[src/rtl/ecfg_pkg.sv]
// Package of constants for the Ethernet controller configuration bank
package ecfg_pkg;
  // Register indices within a bank (byte address is four times the index)
  localparam logic [3:0] IDX_CHIP_ID = 4'h0;
  localparam logic [3:0] IDX_GLOBAL_LED = 4'ha;
  localparam logic [3:0] IDX_IND_CMD = 4'h0;
  localparam logic [3:0] IDX_IND_RSV_A = 4'h2;
  localparam logic [3:0] IDX_IND_RSV_B = 4'h4;
  localparam logic [3:0] IDX_IND_RSV_C = 4'h6;
  localparam logic [3:0] IDX_IND_LOW = 4'h8;
  localparam logic [3:0] IDX_IND_HIGH = 4'ha;
  localparam logic [3:0] IDX_PHY_CTRL = 4'h0;
  localparam logic [3:0] IDX_BANK_SEL = 4'he;
  // Bank numbers
  localparam logic [5:0] BANK_CHIP = 6'h20;
  localparam logic [5:0] BANK_INDIRECT = 6'h2a;
  localparam logic [5:0] BANK_PHY = 6'h2d;
  // Identification fields, values arbitrary
  localparam logic [7:0] ID_FAMILY = 8'h5a;
  localparam logic [3:0] ID_CHIP = 4'h3;
  localparam logic [2:0] ID_REVISION = 3'h2;
  // Reset values
  localparam logic [15:0] RST_GLOBAL_LED = 16'h0835;
  localparam logic [15:0] RST_PHY_CTRL = 16'h1020;
  localparam logic [15:0] RST_ZERO = 16'h0000;
  localparam logic [5:0] RST_BANK = 6'h00;
  // Global LED control field positions
  localparam int LED_SEL_HI_BIT = 15;
  localparam int LED_SEL_LO_BIT = 9;
  // Indirect command field positions
  localparam int CMD_DIR_BIT = 12;
  localparam int CMD_TBL_HI = 11;
  localparam int CMD_TBL_LO = 10;
  localparam logic [1:0] TBL_STATS = 2'h3;
  // PHY control field positions
  localparam int PHY_SPEED_BIT = 13;
  localparam int PHY_AN_EN_BIT = 12;
  localparam int PHY_PDOWN_BIT = 11;
  localparam int PHY_AN_RST_BIT = 9;
  localparam int PHY_DUPLEX_BIT = 8;
  localparam int PHY_XALG_BIT = 5;
  localparam int PHY_FMDIX_BIT = 4;
  localparam int PHY_NOMDIX_BIT = 3;
  localparam int PHY_TXOFF_BIT = 1;
  localparam int PHY_LEDOFF_BIT = 0;
  // Writable PHY control bits (soft reset, isolate, collision test, bit 6 read zero)
  localparam logic [15:0] PHY_WR_MASK = 16'h7b3f;
  // LED selector codes
  localparam logic [1:0] LED_MODE_A = 2'h0;
  localparam logic [1:0] LED_MODE_B = 2'h1;
  localparam logic [1:0] LED_MODE_C = 2'h2;
endpackage

[src/rtl/ecfg_bank.sv]
// Configuration register bank of a single-port Ethernet controller on Avalon-MM
//
// Contract
// - Read-only ID: family, chip, revision fields
// - LED selector from global bits 15 and 9
// - Selector picks port LED functions per mode
// - Command write launches access; bit12 gives direction
// - Table field 11 selects statistics counters
// - Ten-bit indirect address in command bits 9-0
// - Low data register holds data bits 15-0
// - High data register holds data bits 31-16
// - Indirect data 0x02-0x06 read zero, read-only
// - PHY bit 12 enables auto-negotiation, resets one
// - Bit 13 forces 100/10 when negotiation off
// - Bit 8 forces duplex when negotiation off/failed
// - Bit 11 powers down the physical layer
// - Writing bit 9 restarts auto-negotiation
// - Bit 5 selects crossover algorithm, resets one
// - Bit 3 disables automatic crossover
// - Bit 1 disables transmitter, bit 0 LEDs
// - Soft reset, isolate, collision test read zero
// - Bank select reachable at 0xE in every bank
`timescale 1ns/1ps
module ecfg_bank
(
  // Clock, reset and clock enable
  input wire logic core_clk_in,
  input wire logic nrst_in,
  input wire logic ce_in,
  // Avalon-MM slave
  input wire logic [5:0] avs_address_in,
  input wire logic avs_read_in,
  input wire logic avs_write_in,
  input wire logic [31:0] avs_writedata_in,
  input wire logic [3:0] avs_byteenable_in,
  output logic [31:0] avs_readdata_out,
  output logic avs_waitrequest_out,
  // Statistics counter access port
  output logic stat_req_out,
  output logic stat_read_out,
  output logic [9:0] stat_addr_out,
  output logic [31:0] stat_wdata_out,
  input wire logic stat_ack_in,
  input wire logic [31:0] stat_rdata_in,
  // Link state from the physical layer
  input wire logic link_up_in,
  input wire logic activity_in,
  input wire logic collision_in,
  input wire logic an_speed_100_in,
  input wire logic an_full_duplex_in,
  input wire logic an_failed_in,
  // Physical layer controls
  output logic speed_100_out,
  output logic full_duplex_out,
  output logic an_enable_out,
  output logic an_restart_out,
  output logic power_down_out,
  output logic xover_algo_out,
  output logic force_mdix_out,
  output logic mdix_disable_out,
  output logic tx_disable_out,
  // Port LEDs, high is lit
  output logic [3:0] port_led_out
);

  // Bus handshake states
  typedef enum logic {ECFG_IDLE, ECFG_ANSWER} ecfg_bus_t;

  // Merge a write under byte enables into a 16-bit register
  function automatic logic [15:0] ecfg_merge(input logic [15:0] old_v, input logic [31:0] wd,
                                             input logic [3:0] be);
    logic [15:0] res;
    res = old_v;
    if (be[0])
      res[7:0] = wd[7:0];
    if (be[1])
      res[15:8] = wd[15:8];
    return res;
  endfunction

  // True when the access hits a register of the given bank and index
  function automatic logic ecfg_hit(input logic [5:0] cur, input logic [5:0] bank, input logic [3:0] idx,
                                    input logic [3:0] want);
    return (cur == bank) && (idx == want);
  endfunction

  // Reset synchroniser
  logic rst_meta_r; // First stage, read only by second
  logic rst_n_r; // Released reset for the design
  // Registers
  ecfg_bus_t bus_r; // Handshake state
  logic [5:0] bank_r; // Current bank
  logic [15:0] led_ctl_r; // Global LED control
  logic [15:0] cmd_r; // Indirect command
  logic [15:0] data_lo_r; // Indirect data bits 15-0
  logic [15:0] data_hi_r; // Indirect data bits 31-16
  logic [15:0] phy_r; // PHY basic control
  logic rd_pend_r; // Indirect read awaiting its answer
  logic [1:0] led_sel; // Two-bit LED selector
  logic [3:0] idx; // Register index of the access
  logic commit; // Write takes effect this edge
  logic [15:0] rd_nxt; // Read mux result
  logic [15:0] cmd_nxt; // Indirect command after the byte-enable merge

  assign idx = avs_address_in[5:2];
  assign commit = ce_in && avs_write_in && (bus_r == ECFG_ANSWER);
  assign cmd_nxt = ecfg_merge(cmd_r, avs_writedata_in, avs_byteenable_in);
  assign led_sel = {led_ctl_r[ecfg_pkg::LED_SEL_HI_BIT], led_ctl_r[ecfg_pkg::LED_SEL_LO_BIT]};

  // Reset release through two flops
  always_ff @(posedge core_clk_in or negedge nrst_in)
  begin
    if (!nrst_in)
    begin
      rst_meta_r <= 1'b0;
      rst_n_r <= 1'b0;
    end
    else
    begin
      rst_meta_r <= 1'b1;
      rst_n_r <= rst_meta_r;
    end
  end

  // Read mux over the selected bank
  always_comb
  begin
    rd_nxt = ecfg_pkg::RST_ZERO;
    if (idx == ecfg_pkg::IDX_BANK_SEL)
      rd_nxt = {10'h000, bank_r};
    else if (ecfg_hit(bank_r, ecfg_pkg::BANK_CHIP, idx, ecfg_pkg::IDX_CHIP_ID))
      rd_nxt = {ecfg_pkg::ID_FAMILY, ecfg_pkg::ID_CHIP, ecfg_pkg::ID_REVISION, 1'b0};
    else if (ecfg_hit(bank_r, ecfg_pkg::BANK_CHIP, idx, ecfg_pkg::IDX_GLOBAL_LED))
      rd_nxt = led_ctl_r;
    else if (ecfg_hit(bank_r, ecfg_pkg::BANK_INDIRECT, idx, ecfg_pkg::IDX_IND_CMD))
      rd_nxt = cmd_r;
    else if (ecfg_hit(bank_r, ecfg_pkg::BANK_INDIRECT, idx, ecfg_pkg::IDX_IND_LOW))
      rd_nxt = data_lo_r;
    else if (ecfg_hit(bank_r, ecfg_pkg::BANK_INDIRECT, idx, ecfg_pkg::IDX_IND_HIGH))
      rd_nxt = data_hi_r;
    else if (ecfg_hit(bank_r, ecfg_pkg::BANK_PHY, idx, ecfg_pkg::IDX_PHY_CTRL))
      rd_nxt = phy_r & ecfg_pkg::PHY_WR_MASK;
    // Reserved data words and everything else read zero
  end

  // Avalon handshake: one wait cycle, then the answer
  always_ff @(posedge core_clk_in or negedge rst_n_r)
  begin
    if (!rst_n_r)
    begin
      bus_r <= ECFG_IDLE;
      avs_waitrequest_out <= 1'b1;
      avs_readdata_out <= 32'h0000_0000;
    end
    else if (ce_in)
    begin
      case (bus_r)
        ECFG_IDLE:
        begin
          // Request seen: load read data and drop waitrequest
          if (avs_read_in || avs_write_in)
          begin
            bus_r <= ECFG_ANSWER;
            avs_waitrequest_out <= 1'b0;
            avs_readdata_out <= {16'h0000, rd_nxt};
          end
        end
        ECFG_ANSWER:
        begin
          // Master samples the answer at this edge
          bus_r <= ECFG_IDLE;
          avs_waitrequest_out <= 1'b1;
        end
        default:
        begin
          bus_r <= ECFG_IDLE;
          avs_waitrequest_out <= 1'b1;
        end
      endcase
    end
  end

  // Bank select, writable in any bank
  always_ff @(posedge core_clk_in or negedge rst_n_r)
  begin
    if (!rst_n_r)
      bank_r <= ecfg_pkg::RST_BANK;
    else if (commit && idx == ecfg_pkg::IDX_BANK_SEL && avs_byteenable_in[0])
      bank_r <= avs_writedata_in[5:0];
  end

  // Global LED control, all bits writable
  always_ff @(posedge core_clk_in or negedge rst_n_r)
  begin
    if (!rst_n_r)
      led_ctl_r <= ecfg_pkg::RST_GLOBAL_LED;
    else if (commit && ecfg_hit(bank_r, ecfg_pkg::BANK_CHIP, idx, ecfg_pkg::IDX_GLOBAL_LED))
      led_ctl_r <= ecfg_merge(led_ctl_r, avs_writedata_in, avs_byteenable_in);
  end

  // Indirect command register and access launch
  always_ff @(posedge core_clk_in or negedge rst_n_r)
  begin
    if (!rst_n_r)
    begin
      cmd_r <= ecfg_pkg::RST_ZERO;
      stat_req_out <= 1'b0;
      stat_read_out <= 1'b0;
      stat_addr_out <= 10'h000;
      stat_wdata_out <= 32'h0000_0000;
    end
    else if (ce_in)
    begin
      stat_req_out <= 1'b0;
      if (commit && ecfg_hit(bank_r, ecfg_pkg::BANK_INDIRECT, idx, ecfg_pkg::IDX_IND_CMD))
      begin
        cmd_r <= cmd_nxt;
        // Only the statistics table is served; other codes store but launch nothing
        if (cmd_nxt[ecfg_pkg::CMD_TBL_HI:ecfg_pkg::CMD_TBL_LO] == ecfg_pkg::TBL_STATS)
        begin
          stat_req_out <= 1'b1;
          stat_read_out <= cmd_nxt[ecfg_pkg::CMD_DIR_BIT];
          stat_addr_out <= cmd_nxt[9:0];
          stat_wdata_out <= {data_hi_r, data_lo_r};
        end
      end
    end
  end

  // Indirect read pending until the counter store answers
  always_ff @(posedge core_clk_in or negedge rst_n_r)
  begin
    if (!rst_n_r)
      rd_pend_r <= 1'b0;
    else if (ce_in)
    begin
      if (stat_req_out && stat_read_out)
        rd_pend_r <= 1'b1;
      else if (stat_ack_in)
        rd_pend_r <= 1'b0;
    end
  end

  // Indirect data words; a counter answer wins over a host write
  always_ff @(posedge core_clk_in or negedge rst_n_r)
  begin
    if (!rst_n_r)
    begin
      data_lo_r <= ecfg_pkg::RST_ZERO;
      data_hi_r <= ecfg_pkg::RST_ZERO;
    end
    else if (ce_in)
    begin
      if (rd_pend_r && stat_ack_in)
      begin
        data_lo_r <= stat_rdata_in[15:0];
        data_hi_r <= stat_rdata_in[31:16];
      end
      else if (commit && ecfg_hit(bank_r, ecfg_pkg::BANK_INDIRECT, idx, ecfg_pkg::IDX_IND_LOW))
        data_lo_r <= ecfg_merge(data_lo_r, avs_writedata_in, avs_byteenable_in);
      else if (commit && ecfg_hit(bank_r, ecfg_pkg::BANK_INDIRECT, idx, ecfg_pkg::IDX_IND_HIGH))
        data_hi_r <= ecfg_merge(data_hi_r, avs_writedata_in, avs_byteenable_in);
    end
  end

  // PHY basic control; unsupported bits stay zero, restart bit self-clears
  always_ff @(posedge core_clk_in or negedge rst_n_r)
  begin
    if (!rst_n_r)
      phy_r <= ecfg_pkg::RST_PHY_CTRL;
    else if (ce_in)
    begin
      if (commit && ecfg_hit(bank_r, ecfg_pkg::BANK_PHY, idx, ecfg_pkg::IDX_PHY_CTRL))
        phy_r <= ecfg_merge(phy_r, avs_writedata_in, avs_byteenable_in) & ecfg_pkg::PHY_WR_MASK;
      else
        phy_r[ecfg_pkg::PHY_AN_RST_BIT] <= 1'b0;
    end
  end

  // Physical layer control outputs
  always_ff @(posedge core_clk_in or negedge rst_n_r)
  begin
    if (!rst_n_r)
    begin
      an_enable_out <= 1'b1;
      speed_100_out <= 1'b0;
      full_duplex_out <= 1'b0;
      an_restart_out <= 1'b0;
      power_down_out <= 1'b0;
      xover_algo_out <= 1'b1;
      force_mdix_out <= 1'b0;
      mdix_disable_out <= 1'b0;
      tx_disable_out <= 1'b0;
    end
    else if (ce_in)
    begin
      an_enable_out <= phy_r[ecfg_pkg::PHY_AN_EN_BIT];
      // Forced speed only when negotiation is off
      speed_100_out <= phy_r[ecfg_pkg::PHY_AN_EN_BIT] ? an_speed_100_in : phy_r[ecfg_pkg::PHY_SPEED_BIT];
      // Forced duplex when negotiation is off or has failed
      full_duplex_out <= (!phy_r[ecfg_pkg::PHY_AN_EN_BIT] || an_failed_in) ? phy_r[ecfg_pkg::PHY_DUPLEX_BIT]
                         : an_full_duplex_in;
      an_restart_out <= phy_r[ecfg_pkg::PHY_AN_RST_BIT];
      power_down_out <= phy_r[ecfg_pkg::PHY_PDOWN_BIT];
      xover_algo_out <= phy_r[ecfg_pkg::PHY_XALG_BIT];
      force_mdix_out <= phy_r[ecfg_pkg::PHY_FMDIX_BIT];
      mdix_disable_out <= phy_r[ecfg_pkg::PHY_NOMDIX_BIT];
      tx_disable_out <= phy_r[ecfg_pkg::PHY_TXOFF_BIT];
    end
  end

  // Port LED functions; link/activity lit on link, dark while active
  always_ff @(posedge core_clk_in or negedge rst_n_r)
  begin
    if (!rst_n_r)
      port_led_out <= 4'h0;
    else if (ce_in)
    begin
      if (phy_r[ecfg_pkg::PHY_LEDOFF_BIT])
        port_led_out <= 4'h0;
      else
      begin
        case (led_sel)
          ecfg_pkg::LED_MODE_A:
            port_led_out <= {1'b0, link_up_in && !activity_in, full_duplex_out || collision_in,
                             speed_100_out};
          ecfg_pkg::LED_MODE_B:
            port_led_out <= {1'b0, link_up_in && speed_100_out && !activity_in,
                             link_up_in && !speed_100_out && !activity_in, full_duplex_out};
          ecfg_pkg::LED_MODE_C:
            port_led_out <= {activity_in, link_up_in, full_duplex_out || collision_in, speed_100_out};
          default:
            port_led_out <= 4'h0; // Undefined selector leaves LEDs dark
        endcase
      end
    end
  end
endmodule

[config.mk]
export PLATFORM = sky130hd
export DESIGN_NAME = ecfg_bank
export DESIGN_NICKNAME = d
export VERILOG_FILES = /design/src/rtl/ecfg_pkg.sv /design/src/rtl/ecfg_bank.sv
export SDC_FILE = /design/constraint.sdc
export NUM_CORES = 1
export LEC_CHECK = 0
export CAP_MARGIN = 10
export CORE_MARGIN = 2
export CORE_UTILIZATION = 35
export DETAILED_ROUTE_END_ITERATION = 8
export DONT_BUFFER_PORTS = 1
export PLACE_DENSITY = 0.57
export SLEW_MARGIN = 30
export SYNTH_ARGS = -nofsm -noshare
export SYNTH_HDL_FRONTEND = slang
export SYNTH_SLANG_ARGS = --single-unit
[constraint.sdc]
create_clock -name core_clk_in -period 8.2 [get_ports core_clk_in]
set_clock_uncertainty 0.2 [all_clocks]
set_input_delay 0.41 -clock core_clk_in [delete_from_list [all_inputs] [get_ports core_clk_in]]
set_output_delay 0.41 -clock core_clk_in [all_outputs]
set_load 0.005 [all_outputs]
# Yosys cells after proc, flatten, opt, wreduce, memory -nomap -nowiden
# Index checks and enable logic that the tools add are counted.
# totals
register_bits	160
output_inout_bits	90
wordCells	125
# op_classes
eq_ne	12
mux	30
n_bitwise	1
n_reduce_logical	50
# op_table
op	count
$mux W16	11
$mux W8	3
$logic_and A1 B1 Y1	22
$reduce_and A3 Y1	7
$eq A6 B6 Y1 const B	3
$mux W15	1
$eq A4 B4 Y1 const B	3
$pmux W4 S3	1
$reduce_and A2 Y1	6
$reduce_bool A2 Y1	5
$mux W1	9
$reduce_and A4 Y1	2
$ne A2 B2 Y1 const B	3
$mux W5	1
$eq A2 B2 Y1 const B	2
$logic_not A4 Y1	1
$mux W4	1
$pmux W1 S2	2
$logic_not A1 Y1	3
$logic_or A1 B1 Y1	3
$eq A2 B1 Y1 const B	1
$logic_not A2 Y1	1
$mux W2	1
$not A1 Y1	1

# Logic depth before layout (Yosys ltp)
# Gate-level depths: netlist of the first run.
# logic_depth
depth_word	9
ltp_mapped	7
ltp_nobuf	4

# Worst setup path after synthesis of the first run
# No wires, ideal clock.
# synth_path
kind	input -> register
from	input port avs_address_in[3]
to	register cmd_r[10]
setup_time_ns	0.125
arrival_time_ns	2.258
required_time_ns	7.875
slack_ns	5.618
path_stages	7
path_buffers	3
cell_sequence	clkbuf_1 or4_1 clkbuf_1 or3_1 buf_2 nor2_4 mux2_2
# synth_between
elab_chain_cells	4
# synth_lines
item	line_no	text
start: declaration	ecfg_bank.sv:31	input wire logic [5:0] avs_address_in,
$logic_not A4 Y1	ecfg_bank.sv:84	return (cur == bank) && (idx == want);
$logic_and A1 B1 Y1	ecfg_bank.sv:84	
$logic_and A1 B1 Y1	ecfg_bank.sv:215	if (commit && ecfg_hit(bank_r, ecfg_pkg::BANK_INDIRECT, idx, ecfg_pkg::IDX_IND_CMD))
$reduce_and A2 Y1 (no line)	-	
end signal: assignment	ecfg_bank.sv:206	cmd_r <= ecfg_pkg::RST_ZERO;
end signal: assignment	ecfg_bank.sv:217	cmd_r <= cmd_nxt;
end: declaration	ecfg_bank.sv:94	logic [15:0] cmd_r;
# No other way between the ends.
# A chain may end at the register's enable or synchronous reset.

# Worst setup path after layout of the first run
# layout_path
from	register bank_r[0]
to	register data_hi_r[13]
# layout_between
elab_chain_cells	5
# layout_lines
item	line_no	text
start: declaration	ecfg_bank.sv:92	logic [5:0] bank_r;
start signal: assignment	ecfg_bank.sv:187	bank_r <= ecfg_pkg::RST_BANK;
start signal: assignment	ecfg_bank.sv:189	bank_r <= avs_writedata_in[5:0];
$eq A6 B6 Y1 (*)	ecfg_bank.sv:84	
$logic_and A1 B1 Y1	ecfg_bank.sv:84	
$logic_and A1 B1 Y1, on equally long branches	ecfg_bank.sv:259, ecfg_bank.sv:261	
$ne A2 B2 Y1 (no line) / $reduce_bool A2 Y1 (equally long branches)	-	
$reduce_and A4 Y1 (no line) (*)	-	
end signal: assignment	ecfg_bank.sv:250	data_hi_r <= ecfg_pkg::RST_ZERO;
end signal: assignment	ecfg_bank.sv:257	data_hi_r <= stat_rdata_in[31:16];
end signal: assignment	ecfg_bank.sv:262	data_hi_r <= ecfg_merge(data_hi_r, avs_writedata_in, avs_byteenable_in);
end: declaration	ecfg_bank.sv:96	logic [15:0] data_hi_r;
# Mark *: on every way between the ends. The rest lies on a longest branch, timed or not.

==> impl_metrics.tcl, run 1 <==
set metrics [dict create \
    powerDensity_mw_per_mm2 192.9 \
    maxCapViolCount 0 \
    yosysUniqueCellTypes 66 \
    final_common_cell "dfrtp_1" \
    combPwrFrac_pct 6.4 \
    rsz0062_at_grt "no" \
    r2r_end "data_hi_r[13]$_DFFE_PN0P_" \
    post-cts-setup-buffers 0 \
    synth_area_leaders "dfrtp_1 (49%), mux2_2 (16%), dfstp_2 (3.4%)" \
    reg2reg_from "bank_r[0]$_DFFE_PN0P_" \
    core_area_mm2 0.02176 \
    hold_violations 0 \
    cp.required_ns 8.32 \
    setup_viol 0 \
    placedCellCount 908 \
    dieArea_mm2 0.02328 \
    cts_buffer_depth 2 \
    syn-mean-instance-area_um2 11.62 \
    htreeDepth 4 \
    synthCells 665 \
    synth_enable_flop_cells 0 \
    fillers 2047 \
    ys_seq_elements 160 \
    via_count 5571 \
    multiInputGateArea_mm2 0.003421 \
    seq_area_mm2 0.004020 \
    cp-startpoint "bank_r[0]$_DFFE_PN0P_" \
    grt_max_degree 73 \
    ys_warn_count 0 \
    synth_area_mm2 0.007727 \
    first_global_vias 5795 \
    crit_fanout 18 \
    peakVddDrop_mv 0.1253 \
    pwr-share-clk_pct 45.2 \
    drt_wl_total_mm 23.90 \
    swShare_pct 24.98 \
    yosysTopAreaCell "dfrtp_1" \
    critPathLaunchType "flip-flop" \
    viasPerCell 5.679 \
    first_pass_iters 4 \
    ant_nets 0 \
    cts_made_buffers 17 \
    status "completed" \
    crit_arrival_ns 3.24 \
    maxSlewHeadroom_pct 40.29 \
    finalCriticalPeriod_ns 3.120 \
    p_leak_nw 3.983 \
    hp-class "reg2async" \
    synth_top_area_share_pct 48.58 \
    drc 0 \
    max_freq_ghz 0.3206 \
    pwr-share-seq_pct 48.5 \
    n_antenna_cell 0 \
    clk_latency_ns 0.44 \
    drive_gt1_share_pct 28.53 \
    end_kind "flip-flop" \
    switching_power_mw 0.4281 \
    grt_pass1_wl_mm 36.51 \
    rr_worst_depth 4 \
    die_x_um 152.6 \
    start_util_pct 35.52 \
    worst_slew_pin_slew_ns 0.8888 \
    routedWlPerCell_um 24.36 \
    chipHeight_um 152.6 \
    seq_area_frac_synth_pct 51.98 \
    dpl.hpwl_mm 16.45 \
    cts-root-buf "clkbuf_16" \
    areaGrowthSynthToFinish_pct 14.96 \
    grt_usage_pct 20.71 \
    final_cells 981 \
    io-pin-count 176 \
    r2r_slack_ns 5.08 \
    rows 54 \
    path_clk_slew_ns 0.07 \
    crit_type "reg2reg" \
    antenna_found_initial 0 \
    grt_overflow 0 \
    drv_slew 0 \
    clkSinkCount 160 \
    portBuffers 0 \
    final_cell_mix "dfrtp_1 (149), mux2_2 (109), nand2_1 (66)" \
    cts_tree "yes" \
    final.period_utilization_pct 38.04 \
    synth_flop_cell "dfrtp_1" \
    async_flop_share_pct 100.0 \
    nNetsFinal 774 \
    endpoint "data_hi_r[13]$_DFFE_PN0P_" \
    cts_hold_buffers 41 \
    gp_congestion 0.8797 \
    cts_resized 0 \
    internal_power_mw 1.286 \
    final.setup.tns_ns 0 \
    p_total_mw 1.714 \
    drtIter0Drc 311 \
]
==> logic make-up (layout without fill, tap and decap cells) <==
family | count (synthesis) | after routing | share of synthesized area (%)
DFF | 160 | 160 | 51.98
other | 2 | 17 | 0.09719
and+or+nand+nor | 177 | 177 | 12.53
buffers and inverters | 77 | 98 | 4.890
AOI/OAI and AO/OA | 134 | 134 | 13.84
muxes | 115 | 115 | 16.66
==> stage by stage <==
stage / hold WS, ns / area [um2] / utilization (%) / setup WS [ns]
global placement: -0.08552 / 7879 / 36.21 / 5.183
detailed placement: -0.08553 / 7890 / 36.27 / 5.216
finish: 0.003216 / 8884 / 40.83 / 5.080
global route: 0.01032 / 8884 / 40.83 / 4.915
floorplan: -0.08559 / 7784 / - / 3.229
CTS: 0.004507 / 8867 / 40.76 / 5.130
==> cell type report <==
cell class / count / share of cell area (%)
Tap cell: 280 / 3.944
Clock inverter: 11 / 1.197
Multi-Input combinational cell: 443 / 38.51
Clock buffer: 21 / 5.183
Sequential cell: 160 / 45.25
Inverter: 20 / 0.8451
Timing Repair Buffer: 46 / 5.070
==> state kept, by name, summed over array words and instances (netlist names), 4 cells and up <==
signal            flops
stat_wdata_out       32
avs_readdata_out     16
cmd_r                16
data_hi_r            16
data_lo_r            16
led_ctl_r            16
phy_r                12
stat_addr_out        10
bank_r                6
port_led_out          4
==> worst min path at each step <==
stage	startpoint	to	slack [ns]	cells after the start
2_1_floorplan	nrst_in	rst_meta_r$_DFF_PN0_	-0.09	0
3_3_place_gp	nrst_in	rst_meta_r$_DFF_PN0_	-0.09	0
3_5_place_dp	nrst_in	rst_meta_r$_DFF_PN0_	-0.09	0
4_1_cts	ce_in	phy_r[9]$_DFFE_PN0P_	0.005	2
5_1_grt	stat_rdata_in[7]	data_lo_r[7]$_DFFE_PN0P_	0.01	2
6_report	rst_n_r$_DFF_PN0_	stat_wdata_out[6]$_DFFE_PN0P_	0.003	0
==> power by group through the flow <==
stage          logic [mW]  registers (mW)  clock network (mW)
4_1_cts             0.109           0.831               0.789
5_1_grt             0.120           0.833               0.832
2_1_floorplan      0.0713           0.843                   0
3_5_place_dp       0.0845           0.845                   0
3_3_place_gp       0.0819           0.845                   0
6_report            0.109           0.831               0.774
==> routing by layer <==
layer	global-route usage (%)	up-vias	part of all wire, %
met5	0	-	0
met4	7.363	0	2.6
met3	6.286	34	6.6
met2	34.00	198	49
met1	25.97	2859	42
li1	-	2480	-
==> critical path, stage by stage, from the launching register on <==
cell and delay, ns:
dfrtp_1 0.48, or4b_4 0.71, o41ai_4 0.83, a31oi_1 0.17
dlygate4sd3_1 0.61
==> cells in the mapped netlist (all sizes together), types with 6 or more instances <==
| cell | instances |
|---|---|
| mux2 | 109 |
| nand4 | 6 |
| buf | 26 |
| mux2i | 6 |
| o211ai | 6 |
| nand3b | 9 |
| nor3 | 12 |
| inv | 20 |
| nor4 | 9 |
| a31oi | 8 |
| o221a | 18 |
| dfstp | 10 |
| or2 | 9 |
| o21ai | 30 |
| dfrtp | 150 |
| nand2b | 6 |
| nand2 | 66 |
| nor2 | 23 |
| clkbuf | 31 |
| a221oi | 9 |
| nand3 | 12 |
| a2bb2oi | 9 |
No activity file was read; power rests on OpenSTA's default activity.
==> inputs of run 2 (changes only) <==
==> constraint.sdc (replaced) <==
create_clock -name core_clk_in -period 3.25 [get_ports core_clk_in]
set_clock_uncertainty 0.2 [all_clocks]
set_input_delay 0.1625 -clock core_clk_in [delete_from_list [all_inputs] [get_ports core_clk_in]]
set_output_delay 0.1625 -clock core_clk_in [all_outputs]
set_load 0.005 [all_outputs]
==> run 2 against run 1 <==
Fmax is 0.11% higher. Non-clock buffer count is 57 higher. Flip-flop and latch count stayed put. Cell area is 5.9% higher. Sequential power grew to 2.5 times the previous value. Worst hold slack better by 0.013 ns. Critical endpoint is now data_lo_r[0]$_DFFE_PN0P_. Critical path depth is 2 higher. First-iteration DRC count is 18% higher. Power grew to 2.5 times the previous value. Largest power group unchanged.
==> impl_metrics.tcl, run 2 (synthesis results as in run 1) <==
set metrics [dict create \
    final.period_utilization_pct 95.88 \
    dpl.hpwl_mm 16.75 \
    grt_max_degree 73 \
    path_clk_slew_ns 0.07 \
    final_cell_mix "dfrtp_1 (149), mux2_2 (109), dlygate4sd3_1 (81)" \
    cts_made_buffers 17 \
    areaGrowthSynthToFinish_pct 21.75 \
    hp-class "in2reg" \
    first_pass_iters 4 \
    dp_slack_ns 0.4241 \
    regMostFlops "stat_wdata_out" \
    final_cells 1039 \
    gp_congestion 0.9097 \
    drc 0 \
    crit_arrival_ns 3.23 \
    critPathLaunchType "flip-flop" \
    clkSinkCount 160 \
    drive_gt1_share_pct 28.36 \
    final_common_cell "dfrtp_1" \
    placedCellCount 924 \
    via_count 5852 \
    powerDensity_mw_per_mm2 455.5 \
    worst-path-buf-inv 2 \
    max_freq_ghz 0.3209 \
    core_area_mm2 0.02176 \
    viasPerCell 5.632 \
    cp.required_ns 3.36 \
    portBuffers 0 \
    crit_fanout 18 \
    worst_slew_pin_slew_ns 0.8652 \
    dieArea_mm2 0.02328 \
    die_x_um 152.6 \
    r2r_slack_ns 0.13 \
    cts_buffer_depth 2 \
    rsz0062_at_grt "no" \
    post-cts-setup-buffers 0 \
    fillers 2029 \
    ant_nets 0 \
    drt_wl_total_mm 23.93 \
    crit_slowest_cell "or4b_4" \
    end_kind "flip-flop" \
    maxCapViolCount 0 \
    setup_viol 0 \
    nNetsFinal 831 \
    grt_usage_pct 20.72 \
    start_util_pct 35.52 \
    routedWlPerCell_um 23.03 \
    hold_violations 0 \
    maxSlewHeadroom_pct 42.16 \
    holdWs_ns 0.01666 \
    finalCriticalPeriod_ns 3.116 \
    post-route-worst-setup-slack_ns 0.1338 \
    peakVddDrop_mv 0.2835 \
    clk_latency_ns 0.43 \
    status "completed" \
    crit_type "reg2reg" \
    drv_slew 0 \
    cp_slowest_stage_delay_ns 0.71 \
    p_leak_nw 4.269 \
    final.setup.tns_ns 0 \
    first_global_vias 6156 \
    rows 54 \
    grt_overflow 0 \
    antenna_found_initial 1 \
    io-pin-count 176 \
    chipHeight_um 152.6 \
    drtIter0Drc 366 \
    grt_pass1_wl_mm 36.90 \
    largest_reg_flops 32 \
    crit_family "simple AND/OR/NAND/NOR gates" \
    cts-root-buf "clkbuf_16" \
    htreeDepth 4 \
    cts_tree "yes" \
    path_cells "or4b_4 > nor4_4 > buf_4 > nand4b_2 > o221a_2 > dlygate4sd3_1" \
]
[run 2: final timing paths]
check | endpoint | cells past startpoint | start
hold / removal | avs_readdata_out[11]$_DFFE_PN0P_ | 3 | avs_address_in[3]
setup reg to reg | data_lo_r[0]$_DFFE_PN0P_ | 6 | bank_r[0]$_DFFE_PN0P_
max in group asynchronous | led_ctl_r[11]$_DFFE_PN1P_ | 1 | rst_n_r$_DFF_PN0_
hold reg to reg | data_lo_r[6]$_DFFE_PN0P_ | 0 | rst_n_r$_DFF_PN0_
min in group asynchronous | data_lo_r[6]$_DFFE_PN0P_ | 0 | rst_n_r$_DFF_PN0_
setup / recovery | data_lo_r[0]$_DFFE_PN0P_ | 6 | bank_r[0]$_DFFE_PN0P_
[run 2: power by group]
group | internal, mW | switching [mW]
Clock | 1.01 | 0.857
Combinational | 0.137 | 0.185
Sequential | 2.04 | 0.0635
Total | 3.18 | 1.10
[run 2: area by class of cell]
class / count / area [um2] / area share [%]
repair buffers: 103 / 1011 / 10.75
clock inverters: 13 / 105.1 / 1.117
flip-flops and latches: 160 / 4020 / 42.73
well taps: 280 / 350.3 / 3.724
diodes: 1 / 2.502 / 0.02660
multi-input cells: 443 / 3401 / 36.15
clock buffers: 19 / 442.9 / 4.708
inverters: 20 / 75.07 / 0.7980
[run 2: routing by layer]
metal  track usage, %  part of all wire [%]  up-vias  wire length (um)
li1                 -                     -     2608                 -
met1            26.25                    41     2976              9923
met2            34.70                    50      230             11880
met3            4.579                   6.3       38              1501
met4            7.892                   2.6        0               626
met5                0                     0        -                 0
[run 2: what timing repair did]
item	CTS	global route
hold buffers	82	0
endpoints found under the setup margin	0	8
gates resized for setup	0	2
hold endpoints to repair	124	0
[run 2: stage by stage]
step | utilization (%) | power [mW] | instance area, um2
2_1_floorplan | - | 2.307 | 7785
3_3_place_gp | 36.91 | 2.345 | 8030
3_5_place_dp | 36.91 | 2.353 | 8030
4_1_cts | 43.20 | 4.324 | 9399
5_1_grt | 43.24 | 4.455 | 9408
6_report | 43.24 | 4.286 | 9408
[run 2: worst min-delay path, cell delays in order]
cell and delay, ns:
a2111oi_0 0.09, a2bb2oi_1 0.14, o221a_2 0.22
